`src/qa_eval_pkg.sv`:
```
package qa_eval_pkg;
  // Answer counting
  localparam int ANSW_CNT_W = 2;
  localparam logic [1:0] ANSW_CNT_LAST = 2'h3;
  localparam logic [1:0] ANSW_CNT_THIRD = 2'h2;
  localparam logic [1:0] ANSW_CNT_RST = 2'h0;
  // Failure counter
  localparam int FAIL_CNT_W = 4;
  localparam logic [3:0] FAIL_CNT_RST = 4'h0;
  localparam logic [3:0] FAIL_CNT_MAX = 4'hF;
  localparam logic [3:0] FAIL_LIMIT_RST = 4'hF;
  // Answer scheme select value for multi-answer mode
  localparam logic SCHEME_MULTI = 1'b0;
  // APB register offsets (byte addresses)
  localparam logic [7:0] ADDR_CTRL = 8'h00;
  localparam logic [7:0] ADDR_STATUS = 8'h04;
  localparam logic [7:0] ADDR_IRQ_STAT = 8'h08;
  localparam logic [7:0] ADDR_IRQ_MASK = 8'h0C;
  // CTRL fields
  localparam int CTRL_SCHEME_BIT = 0;
  localparam int CTRL_LIMIT_LSB = 4;
  // STATUS fields
  localparam int ST_ANSW_ERR_BIT = 0;
  localparam int ST_WATCHDOG_ERROR_FLAG_BIT = 1;
  localparam int ST_ACTION_BIT = 2;
  localparam int ST_CNT_LSB = 4;
  localparam int ST_FAIL_LSB = 8;
  localparam int ST_WIN2_BIT = 12;
  // Interrupt event bits
  localparam int IRQ_W = 3;
  localparam int EV_CYCLE_END = 0;
  localparam int EV_FAIL = 1;
  localparam int EV_ACTION = 2;
  // Cycle outcome
  typedef enum logic [1:0] {OUT_NONE, OUT_PASS, OUT_FAIL} outcome_t;
endpackage : qa_eval_pkg

```
`src/qa_verdict_if.sv`:
```
`timescale 1ns/100ps
`default_nettype none
// Carries one cycle's verdict from the top to the fail counter
interface qa_verdict_if;
  logic end_pulse;
  logic pass;
  logic [3:0] limit;
  logic [3:0] fail_cnt;
  logic action;
  modport src (output end_pulse, output pass, output limit, input fail_cnt, input action);
  modport cnt (input end_pulse, input pass, input limit, output fail_cnt, output action);
endinterface : qa_verdict_if
`default_nettype wire

```
`src/qa_fail_counter.sv`:
```
`timescale 1ns/100ps
`default_nettype none
module qa_fail_counter
(
  // Clock and reset
  input wire logic clk,
  input wire logic rst,
  // Verdict link
  qa_verdict_if.cnt vd
);
  import qa_eval_pkg::*;

  logic [3:0] fail_r;
  logic action_r;

  // Saturating up/down count; down on pass, up on fail
  always_ff @(posedge clk)
  begin
    if (rst)
      fail_r <= FAIL_CNT_RST;
    else if (vd.end_pulse && vd.pass && fail_r != FAIL_CNT_RST)
      fail_r <= fail_r - 4'h1;
    else if (vd.end_pulse && !vd.pass && fail_r != FAIL_CNT_MAX)
      fail_r <= fail_r + 4'h1;
  end

  // Action latches on the failure that reaches the limit
  always_ff @(posedge clk)
  begin
    if (rst)
      action_r <= 1'b0;
    else if (vd.end_pulse && !vd.pass && (fail_r + 4'h1) == vd.limit)
      action_r <= 1'b1;
  end

  assign vd.fail_cnt = fail_r;
  assign vd.action = action_r;
endmodule : qa_fail_counter
`default_nettype wire

```
`src/qa_watchdog_answer_evaluator.sv`:
```
// Operation
// - Three right early, one right late: early restart, count down, new question.
// - Some right early, none late: wait window end, count up, set watchdog error.
// - Four answers with any wrong: restart at fourth, count up, both errors.
// - Under four answers with wrong ones: restart at window end, both errors.
// - Four answers in first window fail the cycle and restart at fourth.
// - Four early all right sets watchdog error only; else both errors.
// - None early, four wrong late: restart at fourth, count up, both errors.
// - Evaluation only runs while the answer scheme selects multi-answer mode.
// - Failure reaching the configured limit triggers the watchdog action.
//
// Implementation choices: register access over APB and the placing of the registers.
`timescale 1ns/100ps
`default_nettype none
module qa_watchdog_answer_evaluator
(
  // Clock and reset
  input wire logic REF_CLK,
  input wire logic SRST,
  // Answer events from the answer checker, same clock
  input wire logic ANSWER_VALID,
  input wire logic ANSWER_CORRECT,
  // Window timing from the window timer, same clock
  input wire logic WIN1_END,
  input wire logic WIN2_END,
  // Cycle results
  output logic NEW_CYCLE,
  output logic NEW_QUESTION,
  output logic WD_ACTION,
  output logic IRQ,
  // APB slave
  input wire logic PSEL,
  input wire logic PENABLE,
  input wire logic PWRITE,
  input wire logic [7:0] PADDR,
  input wire logic [31:0] PWDATA,
  output logic [31:0] PRDATA,
  output logic PREADY,
  output logic PSLVERR
);
  import qa_eval_pkg::*;

  qa_verdict_if vd ();

  logic [1:0] answers_received_count_r;
  logic win2_r;
  logic early_r;
  logic any_wrong_r;
  logic win1_correct_r;
  logic win2_correct_r;
  logic answer_error_flag_r;
  logic watchdog_error_flag_r;
  logic answer_scheme_select_r;
  logic [3:0] limit_r;
  logic [IRQ_W-1:0] irq_stat_r;
  logic [IRQ_W-1:0] irq_mask_r;
  logic new_cycle_r;
  logic new_q_r;
  logic [31:0] prdata_r;
  logic fourth;
  logic win_done;
  logic active;
  logic cycle_end;
  logic fail;
  logic ans_err_nxt;
  logic watchdog_error_flag_nxt;
  logic [IRQ_W-1:0] events;
  logic wr;
  logic rd;
  logic pass_split;
  logic late_wrong;
  logic wr_ctrl;
  logic wr_stat;
  logic wr_mask;

  // Decode a register offset to a known location
  function automatic logic addr_hit(input logic [7:0] a);
    addr_hit = (a == ADDR_CTRL) || (a == ADDR_STATUS) || (a == ADDR_IRQ_STAT)
      || (a == ADDR_IRQ_MASK);
  endfunction : addr_hit

  assign active = (answer_scheme_select_r == SCHEME_MULTI);
  assign fourth = active && ANSWER_VALID && (answers_received_count_r == ANSW_CNT_LAST);
  // Cycle closes at the fourth answer or the end of the second window
  assign win_done = active && WIN2_END && !fourth;
  assign cycle_end = fourth || win_done;

  // Pass shape: three right early, none wrong, nothing right late yet
  assign pass_split = win2_r && early_r && win1_correct_r && !win2_correct_r && !any_wrong_r;
  // Wrong answer landing on the window end edge still counts
  assign late_wrong = active && ANSWER_VALID && !ANSWER_CORRECT;

  // Verdict evaluation for the closing cycle
  always_comb
  begin
    fail = 1'b1;
    ans_err_nxt = 1'b0;
    watchdog_error_flag_nxt = 1'b1;
    if (fourth)
    begin
      if (!win2_r)
      begin
        // All four early: failed even if all right
        fail = 1'b1;
        ans_err_nxt = any_wrong_r || !ANSWER_CORRECT;
      end
      else if (pass_split && ANSWER_CORRECT)
      begin
        // Exactly three right early, one right late
        fail = 1'b0;
        watchdog_error_flag_nxt = 1'b0;
      end
      else
        ans_err_nxt = any_wrong_r || !ANSWER_CORRECT;
    end
    else
      // Short count at window end; wrong answers add answer error
      ans_err_nxt = any_wrong_r || late_wrong;
  end

  // Two-bit answer count; cleared on cycle start
  always_ff @(posedge REF_CLK)
  begin
    if (SRST || cycle_end)
      answers_received_count_r <= ANSW_CNT_RST;
    else if (active && ANSWER_VALID)
      answers_received_count_r <= answers_received_count_r + 2'h1;
  end

  // Window tracking; second window opens at the first window end
  always_ff @(posedge REF_CLK)
  begin
    if (SRST || cycle_end)
      win2_r <= 1'b0;
    else if (active && WIN1_END)
      win2_r <= 1'b1;
  end

  // Any wrong answer in this cycle
  always_ff @(posedge REF_CLK)
  begin
    if (SRST || cycle_end)
      any_wrong_r <= 1'b0;
    else if (active && ANSWER_VALID && !ANSWER_CORRECT)
      any_wrong_r <= 1'b1;
  end

  // Right answers seen in each window
  always_ff @(posedge REF_CLK)
  begin
    if (SRST || cycle_end)
    begin
      win1_correct_r <= 1'b0;
      win2_correct_r <= 1'b0;
    end
    else if (active && ANSWER_VALID && ANSWER_CORRECT)
    begin
      if (win2_r)
        win2_correct_r <= 1'b1;
      else
        win1_correct_r <= 1'b1;
    end
  end

  // Third answer in window one marks the expected split
  always_ff @(posedge REF_CLK)
  begin
    if (SRST || cycle_end)
      early_r <= 1'b0;
    else if (active && ANSWER_VALID && !win2_r && answers_received_count_r == ANSW_CNT_THIRD)
      early_r <= 1'b1;
  end

  // Error status bits updated at every cycle close
  always_ff @(posedge REF_CLK)
  begin
    if (SRST)
    begin
      answer_error_flag_r <= 1'b0;
      watchdog_error_flag_r <= 1'b0;
    end
    else if (cycle_end)
    begin
      answer_error_flag_r <= ans_err_nxt;
      watchdog_error_flag_r <= watchdog_error_flag_nxt;
    end
  end

  // Cycle start and question select pulses
  always_ff @(posedge REF_CLK)
  begin
    if (SRST)
    begin
      new_cycle_r <= 1'b0;
      new_q_r <= 1'b0;
    end
    else
    begin
      new_cycle_r <= cycle_end;
      new_q_r <= cycle_end && !fail;
    end
  end

  // Fail counter lives in its own module
  assign vd.end_pulse = cycle_end;
  assign vd.pass = !fail;
  assign vd.limit = limit_r;
  qa_fail_counter u_fail
  (
    .clk(REF_CLK),
    .rst(SRST),
    .vd(vd)
  );

  // APB decode; zero wait states
  assign wr = PSEL && PENABLE && PWRITE;
  assign rd = PSEL && !PENABLE && !PWRITE;
  assign wr_ctrl = wr && (PADDR == ADDR_CTRL);
  assign wr_stat = wr && (PADDR == ADDR_IRQ_STAT);
  assign wr_mask = wr && (PADDR == ADDR_IRQ_MASK);

  // Configuration register
  always_ff @(posedge REF_CLK)
  begin
    if (SRST)
    begin
      answer_scheme_select_r <= SCHEME_MULTI;
      limit_r <= FAIL_LIMIT_RST;
    end
    else if (wr_ctrl)
    begin
      answer_scheme_select_r <= PWDATA[CTRL_SCHEME_BIT];
      limit_r <= PWDATA[CTRL_LIMIT_LSB +: FAIL_CNT_W];
    end
  end

  assign events[EV_CYCLE_END] = cycle_end;
  assign events[EV_FAIL] = cycle_end && fail;
  assign events[EV_ACTION] = vd.action;

  // Sticky interrupt status; a new event beats a write-one clear
  always_ff @(posedge REF_CLK)
  begin
    if (SRST)
      irq_stat_r <= '0;
    else if (wr_stat)
      irq_stat_r <= (irq_stat_r & ~PWDATA[IRQ_W-1:0]) | events;
    else
      irq_stat_r <= irq_stat_r | events;
  end

  // Interrupt mask
  always_ff @(posedge REF_CLK)
  begin
    if (SRST)
      irq_mask_r <= '0;
    else if (wr_mask)
      irq_mask_r <= PWDATA[IRQ_W-1:0];
  end

  // Read data captured in the setup cycle so it stands in the access phase
  always_ff @(posedge REF_CLK)
  begin
    if (SRST)
      prdata_r <= '0;
    else if (rd)
    begin
      prdata_r <= '0;
      unique case (PADDR)
        ADDR_CTRL:
        begin
          prdata_r[CTRL_SCHEME_BIT] <= answer_scheme_select_r;
          prdata_r[CTRL_LIMIT_LSB +: FAIL_CNT_W] <= limit_r;
        end
        ADDR_STATUS:
        begin
          prdata_r[ST_ANSW_ERR_BIT] <= answer_error_flag_r;
          prdata_r[ST_WATCHDOG_ERROR_FLAG_BIT] <= watchdog_error_flag_r;
          prdata_r[ST_ACTION_BIT] <= vd.action;
          prdata_r[ST_CNT_LSB +: ANSW_CNT_W] <= answers_received_count_r;
          prdata_r[ST_FAIL_LSB +: FAIL_CNT_W] <= vd.fail_cnt;
          prdata_r[ST_WIN2_BIT] <= win2_r;
        end
        ADDR_IRQ_STAT:
          prdata_r[IRQ_W-1:0] <= irq_stat_r;
        ADDR_IRQ_MASK:
          prdata_r[IRQ_W-1:0] <= irq_mask_r;
        default:
          prdata_r <= '0;
      endcase
    end
  end

  // Outputs
  assign PRDATA = prdata_r;
  assign PREADY = 1'b1;
  assign PSLVERR = PSEL && PENABLE && !addr_hit(PADDR);
  assign NEW_CYCLE = new_cycle_r;
  assign NEW_QUESTION = new_q_r;
  assign WD_ACTION = vd.action;
  assign IRQ = |(irq_stat_r & irq_mask_r);
endmodule : qa_watchdog_answer_evaluator
`default_nettype wire

```
`config.mk`:
```
export PLATFORM = sky130hd
export DESIGN_NAME = qa_watchdog_answer_evaluator
export DESIGN_NICKNAME = d
export VERILOG_FILES = /design/src/qa_eval_pkg.sv /design/src/qa_verdict_if.sv /design/src/qa_fail_counter.sv /design/src/qa_watchdog_answer_evaluator.sv
export SDC_FILE = /design/constraint.sdc
export NUM_CORES = 1
export LEC_CHECK = 0
export BUFFER_PORTS_ARGS = -buffer_cell sky130_fd_sc_hd__buf_2
export CAP_MARGIN = 20
export CELL_PAD_IN_SITES_DETAIL_PLACEMENT = 0
export CELL_PAD_IN_SITES_GLOBAL_PLACEMENT = 1
export CORE_MARGIN = 2
export CORE_UTILIZATION = 25
export CTS_CLUSTER_DIAMETER = 80
export DETAILED_ROUTE_END_ITERATION = 16
export HOLD_SLACK_MARGIN = 0.1
export PLACE_DENSITY_LB_ADDON = 0.1
export SLEW_MARGIN = 20
export SYNTH_ARGS = -nofsm -noshare
export SYNTH_HDL_FRONTEND = slang
export SYNTH_SLANG_ARGS = --single-unit
export TNS_END_PERCENT = 100
```
`constraint.sdc`:
```
create_clock -name REF_CLK -period 4.1 [get_ports REF_CLK]
set_clock_uncertainty 0.2 [all_clocks]
set_input_delay 0.82 -clock REF_CLK [delete_from_list [all_inputs] [get_ports REF_CLK]]
set_output_delay 0.82 -clock REF_CLK [all_outputs]
set_load 0.01 [all_outputs]
```
==> run_results.csv <==
group,metric,value,unit
status,outcome,"finished, final reports clean",
clock_tree,post-cts-setup-buffers,0,
grt,grtUsageTotal,0.118,
placed_design,place_area,2250,um^2
layout,syn2layout_area_growth,14.7,%
die,dieArea,8970,um^2
setup_path,start_kind,"primary input",
hold_path,min_path_cells,2,
drt,ant_nets,0,
die,core,8090,um^2
setup_path,rrSetupSlack,2050,ps
setup_path,cp_common_cell,"buf_2",
setup_path,crit_type,"in -> out",
timing,period_needed,3090,ps
grt,grt_pass1_vias,1605,
layout,fin_area,2360,um^2
clock_tree,hold_buffers,0,
synthesis,syn_area_per_cell,8.54,um^2
placed_design,gp_congestion,0.699,
clock_tree,clock_latency,290,ps
clock_tree,cts_made_buffers,5,
pwr,leakage,0.000969,uW
timing,final_hold_viol_count,0,
synthesis,ys_ff_latch,39,
setup_path,crit_slowest_cell,"or4_4",
die,die_w,94.7,um
drt,vias,1697,
pwr,powerDensity,327,nW/um^2
synthesis,synthTopCellsByCount,"dfxtp_1, nor2_1, buf_4, a21oi_1, nand2_1",
drt,dr.pass1.iters,4,
setup_path,path_delay_family,"simple AND/OR/NAND/NOR gates",
drt,viasPerCell,4.47,
pwr,ir_drop,0.0000990,V
setup_path,endpoint_kind,"output pin",
synthesis,yosys_warnings,0,
die,start_util,0.254,
placed_design,port_buffers,40,
clock_tree,cts_root_buf,"clkbuf_8",
synthesis,netlist_area,2060,um^2
drt,route.detailed.drc,0,
clock_tree,cts_tree,"yes",
layout,antenna_cells,0,
die,chipHeight,94.7,um
timing,holdWs,252,ps
placed_design,hpwl,3.71,mm
synthesis,syn_inst,241,
clock_tree,htreeDepth,2,
clock_tree,clockBufferDepth,2,
clock_tree,post_cts_resized,0,
synthesis,yosysSeqAreaShare,0.380,
synthesis,ys.flop_type,"dfxtp_1",
layout,layout.nets,327,
layout,fin_util,0.291,
timing,fin_crit_sh,0.753,
pwr,total_power,772,uW
synthesis,synth_top_cell_area_share,0.380,
die,io_pins,87,
layout,layout-drive-gt1-share,0.225,
synthesis,ys_async_sr_fraction,0,
synthesis,synth_edf_count,0,
setup_path,cp_num_buf_inv,2,
setup_path,crit_path_max_fanout,5,
setup_path,timing.critical_path.depth,5,
timing,max_clock_freq,0.324,GHz
setup_path,worstPathRequired,3080,ps
timing,worstMarginPinSlew,865,ps
grt,grt_pass1_wl,8.26,mm
grt,grt_overflow_total,0,
drt,wl_per_cell,13.2,um
setup_path,worstPathCellList,"buf_2 > or4_4 > or2_1 > and3_1 > buf_2",
synthesis,yosys.cell_types.count,45,
synthesis,synth_top_area_cell,"dfxtp_1",
clock_tree,clkTransAtPathRegs,80,ps
drt,dr.first_iter.drc_count,57,
timing,relSlewSlack,0.419,
setup_path,cp.arrival,2070,ps
grt,antenna_found_initial,0,
drt,wirelength,5.03,mm
grt,grt_max_degree,41,
synthesis,synthTopCellsByArea,"dfxtp_1, buf_4, nor2_1",
setup_path,reg2reg_depth,6,
setup_path,slowest_delay,540,ps
clock_tree,cts.sinks,39,
synthesis,post-synth-top-count-cell,"dfxtp_1",
timing,slew_viol_final,0,
die,rows,33,
timing,finalSetupViolCount,0,
timing,grt_setup_unrepaired,"no",
hold_path,hp-class,"reg -> reg",
job,cap_violations,0,
timing,fin_tns_setup,0,ps
state kept, by name, summed over array words and instances (netlist names), 2 cells and up:
name	cells
PRDATA	12
answers_received_count_r	2
irq_mask_r	3
irq_stat_r	3
limit_r	4
u_fail.vd.fail_cnt	4
final timing paths:
check                        start                    end
max reg2reg  u_fail.vd.fail_cnt[0]  u_fail.vd.fail_cnt[0]
min reg2reg              PRDATA[6]              PRDATA[6]
max                       PADDR[5]                PSLVERR
min                      PRDATA[6]              PRDATA[6]
metrics by stage:
stage / cells / setup slack, ps
2_1_floorplan: 260 / 1270
3_3_place_gp: 372 / 1010
3_5_place_dp: 372 / 1010
4_1_cts: 380 / 1010
5_1_grt: 380 / 964
6_report: 380 / 1010
layer usage:
| metal | wire [um] | vias up | track usage | part of all wire |
|---|---|---|---|---|
| li1 | - | 864 | - | - |
| met2 | 2300 | 45 | 0.191 | 0.46 |
| met1 | 2400 | 782 | 0.154 | 0.48 |
| met5 | 0 | - | 0 | 0 |
| met3 | 251 | 6 | 0.0319 | 0.050 |
| met4 | 74 | 0 | 0.0362 | 0.015 |
layout make-up:
cell class,count,area (um^2)
fill,925,5730
clock inverter,1,7.51
inverter,8,30.0
tap,105,131
sequential,39,781
multi-input combinational,180,1110
clock buffer,7,96.3
timing repair buffer,40,200
cells in the final DEF, fill, tap and decap left out, types with 2 or more instances in the layout:
master,instances
and4_1,2
nand3b_1,2
a31oi_1,3
or3_1,2
nand2_1,16
buf_2,40
mux2i_1,10
nand2b_1,5
nand3_1,7
a22oi_1,2
nor4_1,2
xnor2_1,5
nor3_1,4
a21oi_1,20
a211oi_1,2
nand4_1,7
a311oi_1,3
and3_1,2
clkbuf_8,7
xor2_1,2
mux2_2,6
dfxtp_1,39
or2_2,2
ha_1,4
nor2_1,31
conb_1,21
inv_1,8
nor2b_1,4
tightest hold or removal path, delay by kind of cell, from the launching register on:
family,cells,cell delay (ps)
flops,1,310
simple gates,1,50
compound gates,1,50
power by group:
part	switching, uW	leakage [uW]	internal [uW]
combinational	48.8	0.000602	30.3
sequential	8.14	0.000317	386
clock	145	0.0000505	153
cells by family (layout without fill, tap and decap cells):
logic type      count (synthesis)  count (layout)  synth area share
simple gates                   95              95             0.243
buf+inv                        41              56             0.117
compound gates                 36              36             0.110
flops                          39              39             0.380
mux                            17              17            0.0925
xor+xnor                        7               7            0.0298
other cells                     2              21           0.00365
fa+ha+maj                       4               4            0.0243
Power figures use the tool's default switching activity.
